## src/mcb_map.svh

```systemverilog
`ifndef MCB_MAP_SVH
`define MCB_MAP_SVH

// ****************************************************************
// Register offsets and reset values.
// ****************************************************************
`define MCB_ADDR_W       4
`define MCB_CTRL_ADDR    4'h0
`define MCB_STAT_ADDR    4'h4
`define MCB_GROUP_RST    4'hF
`define MCB_QUAD_RST     1'h0
`define MCB_REFRX_RST    1'h0

// ****************************************************************
// Control field positions.
// ****************************************************************
`define MCB_CTRL_QUAD    0
`define MCB_CTRL_REFRX   1
`define MCB_CTRL_GRP_LO  4
`define MCB_CTRL_GRP_HI  7

// ****************************************************************
// Status field positions.
// ****************************************************************
`define MCB_ST_SEEN_LO   0
`define MCB_ST_SEEN_HI   3
`define MCB_ST_FRM_LO    4
`define MCB_ST_FRM_HI    7
`define MCB_ST_ACTIVE    8
`define MCB_ST_MASTER    9
`define MCB_ST_BONDED    10
`define MCB_ST_LINE      11
`define MCB_ST_CMD_LO    12
`define MCB_ST_CMD_HI    13

// ****************************************************************
// Bond status codes and bus answers.
// ****************************************************************
`define MCB_BS_RSVD      2'h0
`define MCB_BS_ADD       2'h1
`define MCB_BS_DEL       2'h2
`define MCB_BS_NORM      2'h3
`define MCB_RESP_OKAY    2'h0
`define MCB_RESP_DECERR  2'h3
`define MCB_SYNC_W       7

`endif

```

## src/mcb_pkg.sv

```systemverilog
`include "mcb_map.svh"

package mcb_pkg;

  typedef enum logic [1:0] {
    MCB_CMD_RSVD = `MCB_BS_RSVD,
    MCB_CMD_ADD  = `MCB_BS_ADD,
    MCB_CMD_DEL  = `MCB_BS_DEL,
    MCB_CMD_NORM = `MCB_BS_NORM
  } mcb_bs_e;

  typedef enum logic [2:0] {
    MCB_ST_OFF     = 3'h1,
    MCB_ST_RESOLVE = 3'h2,
    MCB_ST_BONDED  = 3'h4
  } mcb_state_e;

  typedef logic [3:0] mcb_chan_t;

endpackage

```

## src/mcb_bond.sv

```systemverilog
// The AXI4-Lite interface to the registers and the register offsets are this design's own decisions.
`timescale 1ns/1ps
`include "mcb_map.svh"

// Function
// - Bond status codes: rsvd, add, delete, normal.
// - Master sends its master channel buffer status.
// - Bond status updates at character rate.
// - Drive bus only as quad master on reference_clock.
// - Select pins choose the master receive channel.
// - Role strap low master, high slave.
// - Role strap ignored unless quad reference_clock mode.
// - All-bonded line is wired-AND open drain.
// - Line low until resolved and framing valid.
// - Drive line only in quad reference_clock mode.
// - Inhibit low blocks alignment until all seen.
// - Inhibit high lets each seen group channel align.
// - No bonding unless master channel in group.
module mcb_bond (
  input  wire logic                  clk,
  input  wire logic                  rstn,
  input  wire logic [3:0]            s_axi_awaddr,
  input  wire logic                  s_axi_awvalid,
  output logic                       s_axi_awready,
  input  wire logic [31:0]           s_axi_wdata,
  input  wire logic [3:0]            s_axi_wstrb,
  input  wire logic                  s_axi_wvalid,
  output logic                       s_axi_wready,
  output logic [1:0]                 s_axi_bresp,
  output logic                       s_axi_bvalid,
  input  wire logic                  s_axi_bready,
  input  wire logic [3:0]            s_axi_araddr,
  input  wire logic                  s_axi_arvalid,
  output logic                       s_axi_arready,
  output logic [31:0]                s_axi_rdata,
  output logic [1:0]                 s_axi_rresp,
  output logic                       s_axi_rvalid,
  input  wire logic                  s_axi_rready,
  input  wire logic                  master_sel_n,
  input  wire logic                  align_inhibit_n,
  input  wire logic                  rx_select_hi_b,
  input  wire logic                  rx_select_hi_d,
  input  wire logic [1:0]            bond_status_bus_i,
  output logic [1:0]                 bond_status_bus_o,
  output logic [1:0]                 bond_status_bus_oe,
  input  wire logic                  bond_all_i,
  output logic                       bond_all_o,
  output logic                       bond_all_oe,
  input  wire logic                  char_en,
  input  wire mcb_pkg::mcb_chan_t    seq_seen,
  input  wire mcb_pkg::mcb_chan_t    framing_valid,
  input  wire logic [7:0]            eb_status,
  output mcb_pkg::mcb_chan_t         align_allow,
  output mcb_pkg::mcb_bs_e           eb_cmd,
  output logic                       eb_cmd_valid
);
  import mcb_pkg::*;

  logic [`MCB_SYNC_W-1:0] pin_s;
  logic                   master_n_s;
  logic                   inhibit_n_s;
  logic [1:0]             sel_s;
  logic [1:0]             bus_in_s;
  logic                   line_s;
  logic                   quad_reg;
  logic                   refrx_reg;
  mcb_chan_t              group_reg;
  logic                   active;
  logic                   is_master;
  logic                   master_member;
  logic                   all_seen;
  logic                   bond_ready;
  logic [1:0]             master_raw;
  mcb_bs_e                master_cmd;
  mcb_bs_e                slave_cmd;
  mcb_bs_e                bs_reg;
  logic                   drive_en_reg;
  logic                   bond_all_oe_reg;
  mcb_state_e             state_reg;
  mcb_state_e             state_next;
  logic                   aw_hold_reg;
  logic                   w_hold_reg;
  logic [3:0]             awaddr_reg;
  logic [31:0]            wdata_reg;
  logic                   wstrb0_reg;
  logic                   bvalid_reg;
  logic [1:0]             bresp_reg;
  logic                   rvalid_reg;
  logic [1:0]             rresp_reg;
  logic [31:0]            rdata_reg;
  logic [31:0]            stat_word;

  // ****************************************************************
  // Pin synchronisers.
  // ****************************************************************
  mcb_sync #(.WIDTH (`MCB_SYNC_W)) u_sync (
    .clk  (clk),
    .rstn (rstn),
    .d    ({master_sel_n, align_inhibit_n, rx_select_hi_d,
            rx_select_hi_b, bond_status_bus_i, bond_all_i}),
    .q    (pin_s)
  );

  assign master_n_s  = pin_s[6];
  assign inhibit_n_s = pin_s[5];
  assign sel_s       = pin_s[4:3];
  assign bus_in_s    = pin_s[2:1];
  assign line_s      = pin_s[0];

  // ****************************************************************
  // Mode and role decode.
  // ****************************************************************
  assign active        = quad_reg & refrx_reg;
  assign is_master     = active & ~master_n_s;
  assign master_member = group_reg[sel_s];
  assign all_seen      = (&(seq_seen | ~group_reg)) & (|group_reg);
  assign bond_ready    = (state_reg == MCB_ST_BONDED) &
                         (&(framing_valid | ~group_reg));
  assign master_raw    = eb_status[{sel_s, 1'b0} +: 2];
  assign master_cmd    = (master_raw == `MCB_BS_RSVD) ? MCB_CMD_NORM :
                         mcb_bs_e'(master_raw);
  assign slave_cmd     = (bus_in_s == `MCB_BS_RSVD) ? MCB_CMD_NORM :
                         mcb_bs_e'(bus_in_s);

  // ****************************************************************
  // Bonding resolution state machine.
  // ****************************************************************
  always_comb begin
    state_next = state_reg;
    unique case (state_reg)
      MCB_ST_OFF: begin
        if (active) begin
          state_next = MCB_ST_RESOLVE;
        end
      end
      MCB_ST_RESOLVE: begin
        if (!active) begin
          state_next = MCB_ST_OFF;
        end else if (master_member && all_seen) begin
          state_next = MCB_ST_BONDED;
        end
      end
      MCB_ST_BONDED: begin
        if (!active) begin
          state_next = MCB_ST_OFF;
        end else if (!master_member || !all_seen) begin
          state_next = MCB_ST_RESOLVE;
        end
      end
      default: begin
        state_next = MCB_ST_OFF;
      end
    endcase
  end
  always_ff @(posedge clk) begin
    if (!rstn) begin
      state_reg <= MCB_ST_OFF;
    end else begin
      state_reg <= state_next;
    end
  end

  // ****************************************************************
  // Alignment permission per channel.
  // ****************************************************************
  for (genvar i = 0; i < 4; i++) begin : g_align
    always_comb begin
      align_allow[i] = active & master_member & group_reg[i] &
                       seq_seen[i] & (inhibit_n_s | all_seen);
    end
  end

  // ****************************************************************
  // Bond status bus and local command.
  // ****************************************************************
  always_ff @(posedge clk) begin
    if (!rstn) begin
      bs_reg <= MCB_CMD_NORM;
    end else if (char_en) begin
      bs_reg <= is_master ? master_cmd : MCB_CMD_NORM;
    end
  end
  always_ff @(posedge clk) begin
    if (!rstn) begin
      drive_en_reg <= 1'b0;
    end else begin
      drive_en_reg <= is_master & (&group_reg);
    end
  end

  assign bond_status_bus_o  = 2'h0;
  assign bond_status_bus_oe = {2{drive_en_reg}} & ~bs_reg;

  always_ff @(posedge clk) begin
    if (!rstn) begin
      eb_cmd       <= MCB_CMD_NORM;
      eb_cmd_valid <= 1'b0;
    end else begin
      eb_cmd_valid <= char_en & active;
      if (char_en && active) begin
        eb_cmd <= is_master ? master_cmd : slave_cmd;
      end
    end
  end

  // ****************************************************************
  // All-bonded open-drain line.
  // ****************************************************************
  always_ff @(posedge clk) begin
    if (!rstn) begin
      bond_all_oe_reg <= 1'b0;
    end else begin
      bond_all_oe_reg <= active & ~bond_ready;
    end
  end

  assign bond_all_o  = 1'b0;
  assign bond_all_oe = bond_all_oe_reg;

  // ****************************************************************
  // Register bus write channel.
  // ****************************************************************
  assign s_axi_awready = ~aw_hold_reg & ~bvalid_reg;
  assign s_axi_wready  = ~w_hold_reg & ~bvalid_reg;
  assign s_axi_bvalid  = bvalid_reg;
  assign s_axi_bresp   = bresp_reg;
  always_ff @(posedge clk) begin
    if (!rstn) begin
      aw_hold_reg <= 1'b0;
      awaddr_reg  <= 4'h0;
    end else if (s_axi_awvalid && s_axi_awready) begin
      aw_hold_reg <= 1'b1;
      awaddr_reg  <= s_axi_awaddr;
    end else if (aw_hold_reg && w_hold_reg) begin
      aw_hold_reg <= 1'b0;
    end
  end
  always_ff @(posedge clk) begin
    if (!rstn) begin
      w_hold_reg <= 1'b0;
      wdata_reg  <= 32'h0000_0000;
      wstrb0_reg <= 1'b0;
    end else if (s_axi_wvalid && s_axi_wready) begin
      w_hold_reg <= 1'b1;
      wdata_reg  <= s_axi_wdata;
      wstrb0_reg <= s_axi_wstrb[0];
    end else if (aw_hold_reg && w_hold_reg) begin
      w_hold_reg <= 1'b0;
    end
  end
  always_ff @(posedge clk) begin
    if (!rstn) begin
      bvalid_reg <= 1'b0;
      bresp_reg  <= `MCB_RESP_OKAY;
    end else if (aw_hold_reg && w_hold_reg) begin
      bvalid_reg <= 1'b1;
      bresp_reg  <= (awaddr_reg == `MCB_CTRL_ADDR ||
                     awaddr_reg == `MCB_STAT_ADDR) ?
                    `MCB_RESP_OKAY : `MCB_RESP_DECERR;
    end else if (s_axi_bready) begin
      bvalid_reg <= 1'b0;
    end
  end
  always_ff @(posedge clk) begin
    if (!rstn) begin
      quad_reg  <= `MCB_QUAD_RST;
      refrx_reg <= `MCB_REFRX_RST;
      group_reg <= `MCB_GROUP_RST;
    end else if (aw_hold_reg && w_hold_reg && wstrb0_reg &&
                 awaddr_reg == `MCB_CTRL_ADDR) begin
      quad_reg  <= wdata_reg[`MCB_CTRL_QUAD];
      refrx_reg <= wdata_reg[`MCB_CTRL_REFRX];
      group_reg <= wdata_reg[`MCB_CTRL_GRP_HI:`MCB_CTRL_GRP_LO];
    end
  end

  // ****************************************************************
  // Register bus read channel.
  // ****************************************************************
  always_comb begin
    stat_word = 32'h0000_0000;
    stat_word[`MCB_ST_SEEN_HI:`MCB_ST_SEEN_LO] = seq_seen;
    stat_word[`MCB_ST_FRM_HI:`MCB_ST_FRM_LO]   = framing_valid;
    stat_word[`MCB_ST_ACTIVE]                  = active;
    stat_word[`MCB_ST_MASTER]                  = is_master;
    stat_word[`MCB_ST_BONDED]                  = state_reg == MCB_ST_BONDED;
    stat_word[`MCB_ST_LINE]                    = line_s;
    stat_word[`MCB_ST_CMD_HI:`MCB_ST_CMD_LO]   = eb_cmd;
  end

  assign s_axi_arready = ~rvalid_reg;
  assign s_axi_rvalid  = rvalid_reg;
  assign s_axi_rresp   = rresp_reg;
  assign s_axi_rdata   = rdata_reg;

  always_ff @(posedge clk) begin
    if (!rstn) begin
      rvalid_reg <= 1'b0;
      rresp_reg  <= `MCB_RESP_OKAY;
      rdata_reg  <= 32'h0000_0000;
    end else if (s_axi_arvalid && s_axi_arready) begin
      rvalid_reg <= 1'b1;
      rresp_reg  <= `MCB_RESP_OKAY;
      if (s_axi_araddr == `MCB_CTRL_ADDR) begin
        rdata_reg <= {24'h00_0000, group_reg, 2'h0, refrx_reg, quad_reg};
      end else if (s_axi_araddr == `MCB_STAT_ADDR) begin
        rdata_reg <= stat_word;
      end else begin
        rdata_reg <= 32'h0000_0000;
        rresp_reg <= `MCB_RESP_DECERR;
      end
    end else if (s_axi_rready) begin
      rvalid_reg <= 1'b0;
    end
  end
endmodule // mcb_bond

```

## src/mcb_sync.sv

```systemverilog
`timescale 1ns/1ps

module mcb_sync #(
  parameter int WIDTH = 1
) (
  input  wire logic             clk,
  input  wire logic             rstn,
  input  wire logic [WIDTH-1:0] d,
  output logic      [WIDTH-1:0] q
);

  logic [WIDTH-1:0] meta_reg;

  // ****************************************************************
  // Two flip-flop synchroniser.
  // ****************************************************************
  always_ff @(posedge clk) begin
    if (!rstn) begin
      meta_reg <= '0;
      q        <= '0;
    end else begin
      meta_reg <= d;
      q        <= meta_reg;
    end
  end

endmodule // mcb_sync

```

## config.mk

```make
export PLATFORM = sky130hd
export DESIGN_NAME = mcb_bond
export DESIGN_NICKNAME = d
export VERILOG_FILES = /design/src/mcb_pkg.sv /design/src/mcb_bond.sv /design/src/mcb_sync.sv
export VERILOG_INCLUDE_DIRS = /design/src
export SDC_FILE = /design/constraint.sdc
export NUM_CORES = 1
export LEC_CHECK = 0
export BUFFER_PORTS_ARGS = -buffer_cell sky130_fd_sc_hd__buf_2
export CORE_ASPECT_RATIO = 1.5
export CORE_MARGIN = 8
export CORE_UTILIZATION = 25
export DETAILED_ROUTE_END_ITERATION = 7
export MAX_ROUTING_LAYER = met4
export PLACE_DENSITY = 0.5
export SKIP_LAST_GASP = 1
export SYNTH_ARGS = -nofsm -noshare
export SYNTH_HDL_FRONTEND = slang
export SYNTH_HIERARCHICAL = 1
export SYNTH_SLANG_ARGS = --single-unit
export TNS_END_PERCENT = 20
```

## constraint.sdc

```tcl
create_clock -name clk -period 2.7 [get_ports clk]
set_input_delay 0.135 -clock clk [delete_from_list [all_inputs] [get_ports clk]]
set_output_delay 0.135 -clock clk [all_outputs]
set_load 0.005 [all_outputs]
```

# Word-level counts from Yosys, hierarchy flattened
# Index checks and enable logic that the tools add are counted.
# word_totals
register_bits,83
inputBits,75
out_inout_bits,54
# op_classes
n_lt_le_gt_ge,1
n_eq_ne,8
shifts,1
n_mux,24
n_bitwise,34
reduce_logical,25
# ops
op,count
$mux W14,2
$and A1 B1 Y1,22
$mux W3,5
$mux W2,7
$reduce_and A4 Y1,3
$pmux W3 S3,1
$eq A4 B3 Y1 const B,2
$logic_and A1 B1 Y1,8
$logic_not A4 Y1,2
$mux W1,8
$or A4 B4 Y4,2
$reduce_bool A2 Y1,4
$shiftx A8 B4 Y2,1
$not A1 Y1,6
$logic_not A2 Y1,2
$not A4 Y4,1
$reduce_or A4 Y1,1
$eq A3 B1 Y1 const B,1
$eq A3 B2 Y1 const B,1
$eq A3 B3 Y1 const B,1
$lt A2 B3 Y1 const B,1
$ne A3 B2 Y1 const B,1
$ne A3 B3 Y1 const B,1
$reduce_and A3 Y1,1
other kinds (7),9

# Logic depth before layout (Yosys ltp)
# logic_depth
depth_word,9
mapped_depth,5

# Modules after synthesis
# Netlist, hierarchy kept.
# modules_own_cells
module,n_inst,cells_per_inst,area_each_um2,seq_area_each_um2
mcb_bond,1,242,2311.0,940.9
mcb_sync,1,29,391.6,280.3

# Least setup slack after synthesis
# OpenSTA, ideal clock, no wires.
# synth_timing
path_kind,reg2reg
from,register u_sync.q[3]
to,register eb_cmd[0]
setup_ns,0.093
arrival_time_ns,1.317
required_time_ns,2.607
setup_slack_ns,1.290
stages_incl_launch_ff,4
synth_period_minus_slack_ns,1.410
cell_sequence,dfxtp_1 > mux4_2 > and3b_1 > o311ai_2
# synth_via
elab_chain_cells,4
# synth_lines
item,line_no,source
from (decl),mcb_sync.sv:9,output logic [WIDTH-1:0] q
from (signal assigned),mcb_sync.sv:23,q <= meta_reg;
$shiftx A8 B4 Y2 (*),mcb_bond.sv:119,"assign master_raw = eb_status[{sel_s, 1'b0} +: 2];"
$logic_not A2 Y1 (no line),n/a,
$mux W2 (*),mcb_bond.sv:120,assign master_cmd = (master_raw == `MCB_BS_RSVD) ? MCB_CMD_NORM :
$mux W2 (*),mcb_bond.sv:201,eb_cmd <= is_master ? master_cmd : slave_cmd;
to (signal assigned),mcb_bond.sv:201,
to (decl),mcb_bond.sv:54,"output mcb_pkg::mcb_bs_e eb_cmd,"
# Mark *: on every way between the ends. The rest lies on a longest branch, timed or not.
# A chain may end at the register's enable or synchronous reset.

# Worst setup path in the final report
# layout_timing
from,register group_reg[0]
to,output align_allow[1]
# layout_via
elab_chain_cells,6
elab_cells_between_ends,12
classes_between,mux (2); bitwise (8); reduce/logical (2)
# layout_lines
item,line_no,source
from (decl),mcb_bond.sv:67,mcb_chan_t group_reg;
from (signal assigned),mcb_bond.sv:268,group_reg <= `MCB_GROUP_RST;
from (signal assigned),mcb_bond.sv:273,group_reg <= wdata_reg[`MCB_CTRL_GRP_HI:`MCB_CTRL_GRP_LO];
$bmux W1 S2 or $not A4 Y4 (tied branches),"mcb_bond.sv:115, mcb_bond.sv:116",
$mux W1 (not written as such) or $or A4 B4 Y4 (tied branches),"mcb_bond.sv:115, mcb_bond.sv:116",
$and A1 B1 Y1 or $reduce_and A4 Y1 (tied branches),"mcb_bond.sv:168, mcb_bond.sv:116",
$and A1 B1 Y1 (on tied branches),"mcb_bond.sv:168, mcb_bond.sv:116",
$and A1 B1 Y1 or $or A1 B1 Y1 (tied branches),"mcb_bond.sv:168, mcb_bond.sv:169",
$and A1 B1 Y1 (*),mcb_bond.sv:169,seq_seen[i] & (inhibit_n_s | all_seen);
to (decl),mcb_bond.sv:53,"output mcb_pkg::mcb_chan_t align_allow,"
# Mark *: on every way between the ends. The rest lies on a longest branch, timed or not. The select of a mux whose other input is x is not followed.

==> impl_results.md <==
- Outcome: complete, no violations
- Area of the multi-input gates: 1296 um2
- Worst skew pair latency: approximately 320 ps
- Routed Antenna Nets: 0
- Ordered cell list for the critical path: nor2b_4 -> a2111oi_4 -> a21oi_2 -> nor4_1 -> buf_2
- Crit-path leading delay family: compound AO/OA/AOI/OAI gates
- Slowest cell on the critical path: a2111oi_4
- Most common cell after layout, fill and taps aside: buf_2
- Sink Count: 61
- Post-DP Area: around 3100 um2
- Core area: about 11,000 um2
- Post-synthesis cell area: about 2700 um2
- Hold path depth: 2
- Peak per-stage delay on the critical path: roughly 390 ps
- Async SR Flop Fraction: 0
- DRT Pass-1 Iters: 4
- Max Slew Vio Count: 0
- Worst Tran Pin Value: 502.0 ps
- Register area share after synthesis: 0.4519
- Wire per inst: ~14 um
- Number of buffers created by CTS: 9
- CTS HTree Levels: 3
- Floorplan die height: approximately 140 um
- Die X: roughly 100 um
- Syn avg cell area: roughly 10 um2
- Relative slew slack: 0.6653
- Max FFs per register: 14
- GPL Wtd Cong: between 0.8 and 0.9
- Initial antenna violation count: 0
- Power, Total: between 2 and 2.5 mW
- Most used flip-flop cell after synthesis: dfxtp_1
- Post-route design area: 3458 um2
- Commonest non-fill, non-tap cells in the layout: buf_2 (78), dfxtp_1 (61), nor2b_1 (34)
- CP startpoint kind: flop
- Crit path capture type: output pin
- Worst-path clk slew: 50 ps
- Fmax: between 0.5 and 0.6 GHz
- Pwr per Cell Area: around 670 nW/um2
- RSZ-0062 raised after global routing: no
- Root Buffer: clkbuf_16
- Longest Clk Path Bufs: 2
- CP Max Fanout: 7
- Crit path required time: ~2600 ps
- ANT cells: 0
- Pin count of the biggest net entering global routing: 33
- P&R area growth vs syn: 27.96%
- Stages on the worst setup path: 5
- Vias/cell: slightly above 4
- Post-CTS Resized: 0
- Setup TNS: 0 ps
- CP bufs+invs: 1
- Crit path setup slack, layout: 713.5 ps
- GRT Overall Usage: 0.1012
- Tmin final: 1986 ps
- Number of flops mapped to enable cells by yosys: 0
- GRT overflow: 0
- Synthesis-stage register bit count: a little over 60
- VDD IR max: ~0.00032 V
- Total Wirelength: slightly below 7000 um
- Leakage: between 1.5 and 2 nW
- DRC viols: 0
- Final hold slack: 30.05 ps
- Setup violations, final: 0
- Worst reg2reg path depth: 3
- Cts hold-fix bufs: 0
- Worst Skew: 5.370 ps
- Ratio of cells with drive above 1 in the final layout: 0.3352
- FP Rows: 46
- CTS tree: yes
- Fin. Hold Viols: 0
- Iteration-0 DRC Markers: about 90
- Distinct cells, synth: 42
- Worst Path Arrival: 1850 ps
- Setup Fix Bufs, Post-CTS: 0
- PortBufs: just under 80
- Synth warnings: 6
- First-pass GRT wire length: around 11,000 um
- Post-DP HPWL: approximately 5400 um
- Initial core utilization: 0.2566
- Dpl ws: between 1000 and 1500 ps
- Fillcell total: 1,102
- Crit Path Class: reg2out
- Via count: a little over 2,000
- Vias in the first global route: between 2,000 and 2,500
- Fin crit share: 0.7357
- Total of max-cap violations: 0
- Final nets: around 420
- Worst min path class: in2reg
- Die area: between 10,000 and 15,000 um2
- Post-Syn Instances: 271
- IO Pins: roughly 130
- Storage element area: ~1200 um2
## synthesized netlist by cell type, types with 3 or more instances
cell type	count	area [um2]
a21oi_1	6	30.03
nand2_1	14	52.55
a22oi_1	7	52.55
nor2_1	6	22.52
nand2b_1	3	18.77
inv_1	9	33.78
mux4_2	3	67.56
mux2i_1	24	240.2
and2_1	7	43.79
clkbuf_1	5	18.77
and2_2	10	75.07
nor2b_1	34	212.7
dfxtp_1	61	1221
nor3_1	12	60.06
buf_2	6	30.03
nand3_1	4	20.02
nor3b_1	5	37.54
buf_4	23	172.7
## layer usage
metal  wire [um]  GRT usage  vias up
met5           0          -        -
met4         139    0.05595        0
met3         431    0.02906        8
met2        3579     0.1740       58
met1        2796     0.1008      929
li1            -          -     1037
## worst reg2reg max path, stage by stage (launching register included)
cell and delay, ps:
dfxtp_1 450, mux4_2 540, and3b_1 210, o311ai_2 240
## cells by family (layout without fill, tap and decap cells)
logic type | count (synthesis) | in the layout | share of synthesized area
AOI/OAI and AO/OA | 30 | 30 | 0.08843
muxes | 27 | 27 | 0.1139
buffers and inverters | 44 | 105 | 0.09861
xor gates and xnor gates | 2 | 2 | 0.006483
and+or+nand+nor | 106 | 106 | 0.2394
other | 1 | 21 | 0.001388
DFF | 61 | 61 | 0.4519
## cell type report
type	count	share of cell area
tap	144	0.05210
sequential	61	0.3531
inverter	9	0.009768
timing repair buffer	81	0.1194
multi-input combinational	186	0.3748
clock buffer	10	0.06910
clock inverter	5	0.02171
## metrics by stage
stage                     instances  utilization
after global placement          481       0.2985
after floorplan                 291            -
final                           496       0.3283
after global routing            496       0.3283
after detailed placement        481       0.2985
after CTS                       496       0.3283
## final timing paths
check	from	endpoint	slack (ps)
max	group_reg[0]	align_allow[1]	710
min	bond_all_i	u_sync/meta_reg[0]	30
min reg2reg	u_sync/q[6]	drive_en_reg	410
max reg2reg	u_sync/q[3]	eb_cmd[0]	1170
## report_power, final
part           internal, mW  total [mW]  switching [mW]  leakage (nW)
clock                 0.821        1.21           0.387         0.158
combinational        0.0875       0.174          0.0865         0.872
sequential            0.932       0.950          0.0180         0.498
total                  1.84        2.33           0.492          1.53
(Power assumes the default switching activity.)
